## src/fcsu_pkg.sv

```systemverilog
// Purpose: shared constants for the flash command and status host controller
// Assumes: 16-bit flash data bus, 22-bit word address, 10 MHz system clock
// Notes: bus timing counts are whole system cycles
package fcsu_pkg;
  // command codes written on the low data byte
  localparam logic [7:0] CMD_READ_ARRAY = 8'hFF;
  localparam logic [7:0] CMD_READ_ID = 8'h90;
  localparam logic [7:0] CMD_READ_STATUS = 8'h70;
  localparam logic [7:0] CMD_CLEAR_STATUS = 8'h50;
  localparam logic [7:0] CMD_PROG_SETUP = 8'h40;
  localparam logic [7:0] CMD_PROG_SETUP_ALT = 8'h10;
  localparam logic [7:0] CMD_ERASE_SETUP = 8'h20;
  localparam logic [7:0] CMD_CONFIRM = 8'hD0;
  localparam logic [7:0] CMD_SUSPEND = 8'hB0;
  localparam logic [7:0] CMD_RESUME = 8'hD0;
  // status bit positions
  localparam int ST_READY = 7;
  localparam int ST_ERASE_SUSP = 6;
  localparam int ST_ERASE_ERR = 5;
  localparam int ST_PROG_ERR = 4;
  localparam int ST_VPP_LOW = 3;
  localparam int ST_PROG_SUSP = 2;
  localparam int ST_LOCK_ERR = 1;
  localparam logic [7:0] ST_RESERVED_MASK = 8'hFE;
  // widths
  localparam int DW = 16;
  localparam int AW = 22;
  // user operation codes
  localparam logic [2:0] OP_READ = 3'h0;
  localparam logic [2:0] OP_PROGRAM = 3'h1;
  localparam logic [2:0] OP_ERASE = 3'h2;
  localparam logic [2:0] OP_SUSPEND = 3'h3;
  localparam logic [2:0] OP_RESUME = 3'h4;
  localparam logic [2:0] OP_CLEAR = 3'h5;
  localparam logic [2:0] OP_STATUS = 3'h6;
  localparam logic [2:0] OP_IDENT = 3'h7;
  // bus strobe timing
  localparam int CLK_NS = 100;
  localparam int STROBE_NS = 100;
  localparam int STROBE_CYC = (STROBE_NS + CLK_NS - 1) / CLK_NS;
  localparam logic [3:0] STROBE_CNT = 4'(STROBE_CYC < 1 ? 1 : STROBE_CYC);
  // host-side states
  typedef enum logic [3:0] {
    FCSU_IDLE, FCSU_WR1, FCSU_WR2, FCSU_RD, FCSU_GAP, FCSU_POLL, FCSU_CLR, FCSU_DONE
  } fcsu_state_t;
endpackage : fcsu_pkg

```

## src/fcsu_strobe.sv

```systemverilog
// Purpose: one asynchronous bus cycle (write or read) to the flash pins
// Assumes: pins are synchronous to the clock
// Notes: each cycle deasserts enables at the end so every read is a new edge
`timescale 1ns/1ps
module fcsu_strobe
  import fcsu_pkg::*;
(
  // clock and reset
  input wire logic clk_i,
  input wire logic rst_i,
  // cycle request
  input wire logic go_i,
  input wire logic wr_i,
  input wire logic [AW-1:0] addr_i,
  input wire logic [DW-1:0] wdata_i,
  output logic busy_o,
  output logic done_o,
  output logic [DW-1:0] rdata_o,
  // flash pins
  output logic ce_n_o,
  output logic oe_n_o,
  output logic we_n_o,
  output logic [AW-1:0] a_o,
  output logic [DW-1:0] dq_o,
  output logic dq_oe_o,
  input wire logic [DW-1:0] dq_i
);
  logic [3:0] cnt_q; // strobe length counter
  logic wr_q; // latched direction
  // run one strobe; enables fall together and rise together
  always_ff @(posedge clk_i or posedge rst_i)
  begin
    if (rst_i)
    begin
      cnt_q <= 4'h0;
      busy_o <= 1'b0;
      done_o <= 1'b0;
      wr_q <= 1'b0;
      ce_n_o <= 1'b1;
      oe_n_o <= 1'b1;
      we_n_o <= 1'b1;
      a_o <= '0;
      dq_o <= '0;
      dq_oe_o <= 1'b0;
      rdata_o <= '0;
    end
    else
    begin
      done_o <= 1'b0;
      if (go_i && !busy_o)
      begin
        busy_o <= 1'b1;
        cnt_q <= STROBE_CNT;
        wr_q <= wr_i;
        a_o <= addr_i;
        dq_o <= wdata_i;
        dq_oe_o <= wr_i;
        ce_n_o <= 1'b0;
        oe_n_o <= wr_i;
        we_n_o <= !wr_i;
      end
      else if (busy_o && cnt_q != 4'h0)
        cnt_q <= cnt_q - 4'h1;
      else if (busy_o)
      begin
        // data captured at the end of the low phase; status latched on the falling edge
        if (!wr_q)
          rdata_o <= dq_i;
        ce_n_o <= 1'b1;
        oe_n_o <= 1'b1;
        we_n_o <= 1'b1;
        dq_oe_o <= 1'b0;
        busy_o <= 1'b0;
        done_o <= 1'b1;
      end
    end
  end
endmodule : fcsu_strobe

```

## src/fcsu_host.sv

```systemverilog
// What this block does
// - only resume/program/read/status/id/suspend during erase suspend
// - after erase, read then clear status
// - program is setup code then address/data
// - ready bit checked before any error bit
// - mask the reserved lowest status bit in STATUS_O; RDATA_O of a status order keeps it
// - read-array code returns to array reads
// - toggle enables for each status read
// Purpose: host controller issuing flash commands and polling status
// Assumes: device obeys its command set; user orders one operation at a time, bar a suspend while a program or erase polls
// Notes: program and erase end with a status clear, except inside an erase suspend
`timescale 1ns/1ps
module fcsu_host
  import fcsu_pkg::*;
(
  // clock and reset
  input wire logic CLK_SYS_I,
  input wire logic RST_I,
  // user order port
  input wire logic REQ_I,
  input wire logic [2:0] OP_I,
  input wire logic [AW-1:0] ADDR_I,
  input wire logic [DW-1:0] DATA_I,
  output logic READY_O,
  output logic DONE_O,
  output logic [DW-1:0] RDATA_O,
  output logic [7:0] STATUS_O,
  output logic SEQ_ERR_O,
  output logic ERASE_SUSP_O,
  output logic PROG_SUSP_O,
  // flash pins
  output logic FL_CE_N_O,
  output logic FL_OE_N_O,
  output logic FL_WE_N_O,
  output logic [AW-1:0] FL_A_O,
  output logic [DW-1:0] FL_DQ_O,
  output logic FL_DQ_OE_O,
  input wire logic [DW-1:0] FL_DQ_I
);
  fcsu_state_t state_q, state_d; // sequencer state
  logic [2:0] op_q; // latched operation
  logic [AW-1:0] addr_q; // latched target address
  logic [DW-1:0] data_q; // latched program data
  logic esusp_q; // erase suspended as seen by host
  logic go; // start a bus cycle
  logic wr; // bus cycle direction
  logic [AW-1:0] baddr; // bus cycle address
  logic [DW-1:0] bdata; // bus cycle data
  logic sbusy, sdone; // strobe handshake
  logic [DW-1:0] operation_status; // strobe read data
  logic [7:0] status_read_value; // status with reserved bit masked
  logic engine_ready; // ready bit of last poll
  logic seq_err; // sequence error pattern
  logic op_ok; // order legal in the present suspend state
  logic [7:0] cmd1; // first write code
  logic two_wr; // operation needs a second write
  logic polls; // operation waits for ready
  logic [7:0] cmd2; // second write low byte
  logic susp_req_q; // suspend order waiting for the running poll read to end
  logic susp_take; // suspend order accepted in the middle of a job
  logic susp_go; // poll read came back busy with a suspend waiting
  logic clr_end; // order ends with a status clear
  // masked status view and decoded flags
  assign status_read_value = operation_status[7:0] & ST_RESERVED_MASK;
  assign engine_ready = status_read_value[ST_READY];
  assign seq_err = engine_ready && status_read_value[ST_PROG_ERR]
                   && status_read_value[ST_ERASE_ERR];
  // during erase suspend refuse clear and a fresh erase
  assign op_ok = !esusp_q || (op_q != OP_ERASE && op_q != OP_CLEAR);
  // first command code per operation
  assign cmd1 = (op_q == OP_READ) ? CMD_READ_ARRAY :
                (op_q == OP_PROGRAM) ? CMD_PROG_SETUP :
                (op_q == OP_ERASE) ? CMD_ERASE_SETUP :
                (op_q == OP_SUSPEND) ? CMD_SUSPEND :
                (op_q == OP_RESUME) ? CMD_RESUME :
                (op_q == OP_CLEAR) ? CMD_CLEAR_STATUS :
                (op_q == OP_STATUS) ? CMD_READ_STATUS : CMD_READ_ID;
  assign two_wr = (op_q == OP_PROGRAM) || (op_q == OP_ERASE);
  assign polls = two_wr || (op_q == OP_SUSPEND) || (op_q == OP_RESUME);
  assign cmd2 = (op_q == OP_ERASE) ? CMD_CONFIRM : data_q[7:0];
  // only a suspend order is taken while a program or erase is polled
  assign susp_take = (state_q == FCSU_POLL) && two_wr && READY_O && REQ_I
                     && (OP_I == OP_SUSPEND);
  assign susp_go = (state_q == FCSU_POLL) && sdone && !engine_ready && susp_req_q;
  // no clear while an erase stays suspended; a resumed outer job is cleared
  assign clr_end = (two_wr && !esusp_q)
                   || (op_q == OP_RESUME && (esusp_q != PROG_SUSP_O));
  // bus cycle selection per state
  assign go = (state_q == FCSU_WR1 || state_q == FCSU_WR2 || state_q == FCSU_RD
               || state_q == FCSU_POLL || state_q == FCSU_CLR) && !sbusy && !sdone;
  assign wr = (state_q != FCSU_RD) && (state_q != FCSU_POLL);
  // identifier reads use only bit zero of the address
  assign baddr = (state_q == FCSU_WR2) ? addr_q :
                 (op_q == OP_IDENT) ? {{(AW-1){1'b0}}, addr_q[0]} : addr_q;
  assign bdata = (state_q == FCSU_WR2) ? {data_q[DW-1:8], cmd2} :
                 (state_q == FCSU_CLR) ? {8'h00, CMD_CLEAR_STATUS} :
                 {8'h00, cmd1};
  fcsu_strobe u_strobe (
    .clk_i(CLK_SYS_I),
    .rst_i(RST_I),
    .go_i(go),
    .wr_i(wr),
    .addr_i(baddr),
    .wdata_i(bdata),
    .busy_o(sbusy),
    .done_o(sdone),
    .rdata_o(operation_status),
    .ce_n_o(FL_CE_N_O),
    .oe_n_o(FL_OE_N_O),
    .we_n_o(FL_WE_N_O),
    .a_o(FL_A_O),
    .dq_o(FL_DQ_O),
    .dq_oe_o(FL_DQ_OE_O),
    .dq_i(FL_DQ_I)
  );
  // next-state logic of the command sequencer
  always_comb
  begin
    state_d = state_q;
    case (state_q)
      FCSU_IDLE: if (REQ_I) state_d = FCSU_GAP;
      FCSU_GAP: state_d = op_ok ? FCSU_WR1 : FCSU_DONE;
      FCSU_WR1:
        if (sdone)
          state_d = two_wr ? FCSU_WR2 :
                    polls ? FCSU_POLL :
                    (op_q == OP_STATUS || op_q == OP_IDENT) ? FCSU_RD : FCSU_DONE;
      FCSU_WR2: if (sdone) state_d = FCSU_POLL;
      // each poll is its own enable pulse so the device relatches status
      FCSU_POLL:
        if (sdone && engine_ready)
          state_d = clr_end ? FCSU_CLR : FCSU_DONE;
        else if (susp_go)
          state_d = FCSU_WR1;
      FCSU_CLR: if (sdone) state_d = FCSU_DONE;
      FCSU_RD: if (sdone) state_d = FCSU_DONE;
      FCSU_DONE: state_d = FCSU_IDLE;
      default: state_d = FCSU_IDLE;
    endcase
  end
  // state and latched order
  always_ff @(posedge CLK_SYS_I or posedge RST_I)
  begin
    if (RST_I)
    begin
      state_q <= FCSU_IDLE;
      susp_req_q <= 1'b0;
      op_q <= OP_READ;
      addr_q <= '0;
      data_q <= '0;
    end
    else
    begin
      state_q <= state_d;
      if (state_q == FCSU_IDLE && REQ_I)
      begin
        op_q <= OP_I;
        addr_q <= ADDR_I;
        data_q <= DATA_I;
      end
      else if (susp_go)
        op_q <= OP_SUSPEND;
      // a suspend that meets the end of its job is dropped with that job
      if (state_d != FCSU_POLL)
        susp_req_q <= 1'b0;
      else if (susp_take)
        susp_req_q <= 1'b1;
    end
  end
  // user-facing results
  always_ff @(posedge CLK_SYS_I or posedge RST_I)
  begin
    if (RST_I)
    begin
      READY_O <= 1'b0;
      DONE_O <= 1'b0;
      RDATA_O <= '0;
      STATUS_O <= 8'h00;
      SEQ_ERR_O <= 1'b0;
      ERASE_SUSP_O <= 1'b0;
      PROG_SUSP_O <= 1'b0;
      esusp_q <= 1'b0;
    end
    else
    begin
      READY_O <= (state_d == FCSU_IDLE)
                 || (state_d == FCSU_POLL && two_wr && !susp_req_q && !susp_take);
      DONE_O <= (state_q == FCSU_DONE);
      if (state_q == FCSU_RD && sdone)
        RDATA_O <= operation_status;
      if (state_q == FCSU_POLL && sdone)
      begin
        // error bits are judged only once ready reads high
        STATUS_O <= status_read_value;
        SEQ_ERR_O <= seq_err;
        if (engine_ready && op_q == OP_SUSPEND)
        begin
          esusp_q <= status_read_value[ST_ERASE_SUSP];
          ERASE_SUSP_O <= status_read_value[ST_ERASE_SUSP];
          PROG_SUSP_O <= status_read_value[ST_PROG_SUSP];
        end
        else if (engine_ready && op_q == OP_RESUME)
        begin
          // a resumed program leaves an outer erase suspended; otherwise the erase suspend clears
          esusp_q <= PROG_SUSP_O ? esusp_q : 1'b0;
          ERASE_SUSP_O <= PROG_SUSP_O ? esusp_q : 1'b0;
          PROG_SUSP_O <= 1'b0;
        end
      end
    end
  end
  // assertions
  AST_SUSPEND_CODE: assert property (@(posedge CLK_SYS_I) disable iff (RST_I)
    (state_q == FCSU_WR1 && go && op_q == OP_SUSPEND) |-> bdata[7:0] == 8'hB0)
    else $error("suspend code wrong");
  AST_PROG_SETUP: assert property (@(posedge CLK_SYS_I) disable iff (RST_I)
    (state_q == FCSU_WR1 && go && op_q == OP_PROGRAM) |-> bdata[7:0] == 8'h40)
    else $error("program setup code wrong");
  AST_ERASE_CONFIRM: assert property (@(posedge CLK_SYS_I) disable iff (RST_I)
    (state_q == FCSU_WR2 && go && op_q == OP_ERASE) |-> bdata[7:0] == 8'hD0 && baddr == addr_q)
    else $error("erase confirm wrong");
  AST_POLL_READY: assert property (@(posedge CLK_SYS_I) disable iff (RST_I)
    (state_q == FCSU_POLL && state_d == FCSU_CLR) |-> engine_ready)
    else $error("left poll while busy");
  AST_CLEAR_AFTER: assert property (@(posedge CLK_SYS_I) disable iff (RST_I)
    (state_q == FCSU_CLR && go) |-> bdata[7:0] == 8'h50 && !esusp_q
      && (op_q == OP_PROGRAM || op_q == OP_ERASE || op_q == OP_RESUME))
    else $error("clear misplaced");
  AST_MIDJOB_SUSP: assert property (@(posedge CLK_SYS_I) disable iff (RST_I)
    susp_go |=> state_q == FCSU_WR1 && op_q == OP_SUSPEND)
    else $error("suspend order not sent");
  AST_MASK_BIT0: assert property (@(posedge CLK_SYS_I) disable iff (RST_I)
    STATUS_O[0] == 1'b0)
    else $error("reserved bit leaked");
  AST_ID_ADDR: assert property (@(posedge CLK_SYS_I) disable iff (RST_I)
    (state_q == FCSU_RD && go && op_q == OP_IDENT) |-> baddr[AW-1:1] == '0)
    else $error("identifier address not zero");
  AST_SUSP_REFUSE: assert property (@(posedge CLK_SYS_I) disable iff (RST_I)
    (state_q == FCSU_GAP && esusp_q && op_q == OP_CLEAR) |=> state_q == FCSU_DONE)
    else $error("illegal command during suspend");
  AST_STROBE_END: assert property (@(posedge CLK_SYS_I) disable iff (RST_I)
    sdone |-> FL_CE_N_O && FL_OE_N_O)
    else $error("enables not released");
  COV_ERASE: cover property (@(posedge CLK_SYS_I) state_q == FCSU_CLR && op_q == OP_ERASE);
  COV_SUSP: cover property (@(posedge CLK_SYS_I) ERASE_SUSP_O && PROG_SUSP_O);
  COV_SEQERR: cover property (@(posedge CLK_SYS_I) SEQ_ERR_O);
  COV_MIDSUSP: cover property (@(posedge CLK_SYS_I) susp_go);
  COV_IDENT: cover property (@(posedge CLK_SYS_I) state_q == FCSU_RD && op_q == OP_IDENT);
endmodule : fcsu_host

```

## config.mk

```make
export PLATFORM = sky130hd
export DESIGN_NAME = fcsu_host
export DESIGN_NICKNAME = d
export VERILOG_FILES = /design/src/fcsu_pkg.sv /design/src/fcsu_strobe.sv /design/src/fcsu_host.sv
export SDC_FILE = /design/constraint.sdc
export NUM_CORES = 1
export LEC_CHECK = 0
export BUFFER_PORTS_ARGS = -buffer_cell sky130_fd_sc_hd__buf_2
export CORE_MARGIN = 4
export CORE_UTILIZATION = 50
export CTS_BUF_LIST = sky130_fd_sc_hd__clkbuf_8
export DETAILED_ROUTE_END_ITERATION = 6
export PLACE_DENSITY = 0.78
export SKIP_CTS_REPAIR_TIMING = 1
export SLEW_MARGIN = 40
export SYNTH_ARGS = -nofsm -noshare
export SYNTH_HDL_FRONTEND = slang
export SYNTH_SLANG_ARGS = --single-unit
export TNS_END_PERCENT = 20
```

## constraint.sdc

```tcl
create_clock -name CLK_SYS_I -period 12.5 [get_ports CLK_SYS_I]
set_clock_uncertainty 0.15 [all_clocks]
set_input_delay 0.625 -clock CLK_SYS_I [delete_from_list [all_inputs] [get_ports CLK_SYS_I]]
set_output_delay 0.625 -clock CLK_SYS_I [all_outputs]
set_load 0.01 [all_outputs]
```

======== Yosys cells after proc, flatten, opt, wreduce, memory -nomap -nowiden ========
Cells that the tools add are included.
word-level totals
  flip-flop bits (word level) ............. 139
  input bits .............................. 60
  output and inout port bits .............. 71
  word-level logic and storage cells ...... 156
cells by class
  add/sub/neg operators ................... 1
  equal/unequal tests ..................... 24
  mux-type cells .......................... 48
  bitwise gates (word level) .............. 3
  reductions and logical operators ........ 57
operator list
  operator             count
  $mux 8               9
  $mux 22              2
  $mux 4               8
  $logic_and 1x1->1    25
  $pmux 4 s6           1
  $mux 1               21
  $eq 4x3->1 const B   5
  $mux 3               6
  $mux 16              1
  $eq 3x3->1 const B   4
  $logic_or 1x1->1     11
  $reduce_bool 2->1    5
  $eq 3x2->1 const B   3
  $eq 4x2->1 const B   2
  $logic_not 4->1      2
  $ne 4x3->1 const B   2
  $logic_not 1->1      7
  $ne 3x3->1 const B   2
  $eq 4x1->1 const B   1
  $ne 4x2->1 const B   1
  $reduce_and 2->1     2
  $reduce_and 4->1     1
  $reduce_bool 4->1    1
  $sub 4x1->4 const B  1
  8 further kinds      10

======== Depth between registers and ports, before layout ========
  depth after elaboration ................. 13
  mapped depth ............................ 8
  depth with buffers taken out ............ 8

======== Cells and area by module ========
From an unflattened synthesis, not the netlist that was laid out.
unflattened totals
  cell total of the unflattened synthesis .. 532
  area, all modules ....................... 6,125.9 µm²
modules (own cells, without submodules)
  module       times used  cells an instance  area an instance (µm²)  seq. area each (µm²)
  fcsu_host    1           292                3,604.7                 1,851.8
  fcsu_strobe  1           240                2,521.2                 1,630.3

======== Worst setup path after synthesis ========
Ideal clock, no wire load.
  path type ............................... register to register
  start ................................... register op_q[0]
  end ..................................... register READY_O
  setup time .............................. 69 ps
  data arrival time ....................... 1,909 ps
  data required time ...................... 12,281 ps
  slack ................................... 10,372 ps
  stages on the path, launching flop included .. 9
  path buffers ............................ 0
  period minus slack after synthesis ...... 2,128 ps
  cell sequence ........................... dfrtp_1 -> inv_1 -> ha_1 -> o21bai_2 -> o21a_1 -> a41o_1 -> a221oi_4 -> mux2_4 -> nor2_2
on the way
  cells in the longest elaborated chain, start to end .. 13
  elaborated cells on any way between the ends .. 36
  those cells by class .................... eq/ne: 9; mux: 8; reduce/logical: 19
ends and longest elaborated chain
  item                                      RTL line          text
  from (decl)                               fcsu_host.sv:41   logic [2:0] op_q;
  from (signal assigned)                    fcsu_host.sv:148  op_q <= OP_READ;
  from (signal assigned)                    fcsu_host.sv:157  op_q <= OP_I;
  from (signal assigned)                    fcsu_host.sv:162  op_q <= OP_SUSPEND;
  $eq 3x1->1 or $eq 3x2->1 (tied branches)  fcsu_host.sv:78   assign two_wr = (op_q == OP_PROGRAM) || (op_q == OP_ERASE);
  $logic_or 1x1->1                          fcsu_host.sv:78
  $logic_or 1x1->1 (2 in series)            fcsu_host.sv:79   assign polls = two_wr || (op_q == OP_SUSPEND) || (op_q == OP_RESUME);
  $mux 3                                    fcsu_host.sv:126  polls ? FCSU_POLL :
  $mux 3                                    fcsu_host.sv:125  state_d = two_wr ? FCSU_WR2 :
  $mux 4                                    fcsu_host.sv:124  if (sdone)
  $pmux 4 s6                                fcsu_host.sv:120  case (state_q)
  $eq 4x3->1                                fcsu_host.sv:187  || (state_d == FCSU_POLL && two_wr && !susp_req_q && !susp_take);
  $logic_and 1x1->1 (3 in series)           fcsu_host.sv:187
  $logic_or 1x1->1 *                        fcsu_host.sv:187
  to (signal assigned)                      fcsu_host.sv:186  READY_O <= (state_d == FCSU_IDLE)
  to (decl)                                 fcsu_host.sv:24   output logic READY_O,
Every way passes the cells marked *; elsewhere a longest branch is shown, timed or not.
A chain may end at the register's enable or synchronous reset.

======== Worst setup path in the final report ========
Ends and elaborated chain as after synthesis.

==> out/qor.txt <==
Area of the multi-input gates: 0.00211 mm²
Critical path capture point type: flip-flop
RSZ-0062 raised after global routing: false
Slew at the pin closest to its max-slew limit: 814 ps
Clk Latency, worst-skew pair: 430 ps
Clock tree buffer depth: 2
Peak Freq: 0.408 GHz
Fin Setup TNS: 0 ps
Hold_ws: 106 ps
YS warnings: 0
Sequential cell area fraction in the yosys report: 60.8%
Port Buffers: 129
Initial core utilization: 51.9%
Max_slew headroom: 45.8%
DP HPWL: 8.60 mm
Required time worst endpoint: 12710 ps
FILL cells: 896
Synth Instances: 447
Clock-pin slew on the worst setup and hold paths: 70 ps
Static Leak: 0.00346 µW
Mapped Avg Cell Area: 12.8 µm²
Post-route clock period utilization: 19.6%
VDD IR max: 0.123 mV
Ys async rst share: 100%
Total grt overflow: 0
Worst Path Class, Setup: reg -> reg
Final #Nets: 642
Delay-heaviest family, CP: compound AO/OA/AOI/OAI gates
Antenna-violating nets left: 0
CP arrival: 2660 ps
# diodes: 0
Clk sinks: 139
EDFF count, synth: 0
Die width: 115 µm
Cell variety after synth: 53
Gpl congestion: 0.803
Die Height: 115 µm
Final Max Slew Viols: 0
Largest stage delay, worst path: 450 ps
Number of synthesized register bits: 139
Ports: 131
Number of global-route vias before repair: 4059
Total Routing Usage GR: 19.3%
Final hold violation count: 0
Post-Route WL: 12.2 mm
Pin count of the biggest net entering global routing: 79
DRC: 0
Ys flop type: dfrtp_1
R2R Setup Slk: 10050 ps
Power Dens Cells: 230 mW/mm²
H-tree lvl count: 4
Worst Setup Start Kind: flip-flop
Die area: 0.0132 mm²
Root Buffer: clkbuf_8
Tmin final: 2450 ps
Final setup viols: 0
Via-per-instance ratio: 5.32
Crit path cell chain: inv_1, ha_1, o21bai_2, o21a_1, a41o_1, a221oi_4, mux2_4, nor2_2
DR iter-0 viols: 195
Synth Cell Area: 0.00572 mm²
Global-route wire length before repair: 19.9 mm
CTS tree: yes
TritonCTS buffer count: 17
Storage cell area: 0.00348 mm²
Worst path slowest cell: dfrtp_1
Core area: 0.0110 mm²
DR vias: 3875
Max Cap Violations: 0
Hold Path Class: in -> async
Status: complete, no violations
WL per Instance: 16.8 µm
Row count: 38
Worst Path Buf+Inv: 1
Maximum fanout along the worst path: 6
Share of cells above drive strength 1: 43.4%
DRT Pass-1 Iters: 4
Area grow syn2layout: 20.1%
Initial antenna violation count: 0
cell usage after synthesis, types with 3 or more instances:
master	count	area [µm²]
nor2b_1	6	37.5
nand2b_1	4	25.0
a21oi_1	14	70.1
dfstp_2	3	78.8
nor2_1	20	75.1
nand4_1	3	18.8
inv_1	13	48.8
and3_1	4	25.0
ha_1	6	75.1
clkbuf_1	3	11.3
buf_2	18	90.1
mux2_2	77	867
a22o_1	21	184
a31oi_1	3	18.8
dfrtp_1	136	3400
nand3_1	15	75.1
nor3_1	5	25.0
nor2_2	3	18.8
nand2_1	39	146
o21ai_0	14	70.1
routing by layer:
metal	share of wire, %	vias to the layer above	track usage (%)
met3	5.3	15	5.53
met5	0	-	0
met1	42	1945	23.8
met2	51	88	32.9
met4	1.2	0	6.10
li1	-	1827	-
kinds of logic (layout without fill, tap and decap cells):
family | Yosys count | in the layout | share of synthesized area (%)
DFF | 139 | 139 | 60.8
buffers and inverters | 36 | 176 | 2.89
xor gates and xnor gates | 4 | 4 | 0.612
adders and majority gates | 6 | 6 | 1.31
muxes | 79 | 79 | 15.6
AOI/OAI and AO/OA | 70 | 70 | 9.07
other | 1 | 2 | 0.0655
and+or+nand+nor | 112 | 112 | 9.64
power by group:
| part | total, µW | switching [µW] | internal [µW] | leakage (µW) |
|---|---|---|---|---|
| clock network | 347 | 159 | 188 | 0.000208 |
| logic | 485 | 241 | 244 | 0.00151 |
| registers | 746 | 123 | 623 | 0.00175 |
through the flow:
| stage | cell area [µm²] | instances | worst slack, ps | total power [µW] | util (%) |
|---|---|---|---|---|---|
| final | 6880 | 728 | 10050 | 1580 | 62.3 |
| after global routing | 6880 | 728 | 9960 | 1680 | 62.3 |
| after CTS | 6870 | 728 | 9980 | 1590 | 62.3 |
| after detailed placement | 6490 | 697 | 9990 | 1240 | 58.8 |
| after global placement | 6470 | 697 | 9960 | 1210 | 58.7 |
| after floorplan | 5730 | 448 | 8010 | 1070 | - |
sequential cells by signal (all words and copies together), names as in the netlist, 4 cells and up:
name	cells
RDATA_O	16
STATUS_O	7
addr_q	22
data_q	16
state_q	4
u_strobe.a_o	22
u_strobe.cnt_q	4
u_strobe.dq_o	16
u_strobe.rdata_o	16
area by class of cell:
cell class	count	share of cell area, %
flip-flops and latches	139	50.6
clock inverters	11	1.51
multi-input cells	273	30.7
inverters	13	0.783
clock buffers	20	4.00
repair buffers	132	9.77
well taps	140	2.55
worst paths after layout:
| check | start | to | cells after the start |
|---|---|---|---|
| max | op_q[0] | READY_O | 8 |
| min reg2reg | u_strobe.dq_o[14] | u_strobe.dq_o[14] | 2 |
| min in group CLK_SYS_I | ADDR_I[1] | addr_q[1] | 2 |
| max reg2reg | op_q[0] | READY_O | 8 |
| min | RST_I | addr_q[16] | 2 |
| max in group asynchronous | RST_I | state_q[0] | 3 |
cell usage in the layout (no fill, tap or decap), types with 6 or more instances in the layout:
cell | synthesis | routed
a21oi_1 | 14 | 14
a22o_1 | 21 | 21
buf_2 | 18 | 129
clkbuf_8 | 0 | 20
dfrtp_1 | 136 | 136
ha_1 | 6 | 6
inv_1 | 13 | 15
mux2_2 | 77 | 77
nand2_1 | 39 | 39
nand3_1 | 15 | 14
nor2_1 | 20 | 20
nor2b_1 | 6 | 6
o21ai_0 | 14 | 14
No activity file was read; power rests on OpenSTA's default activity.
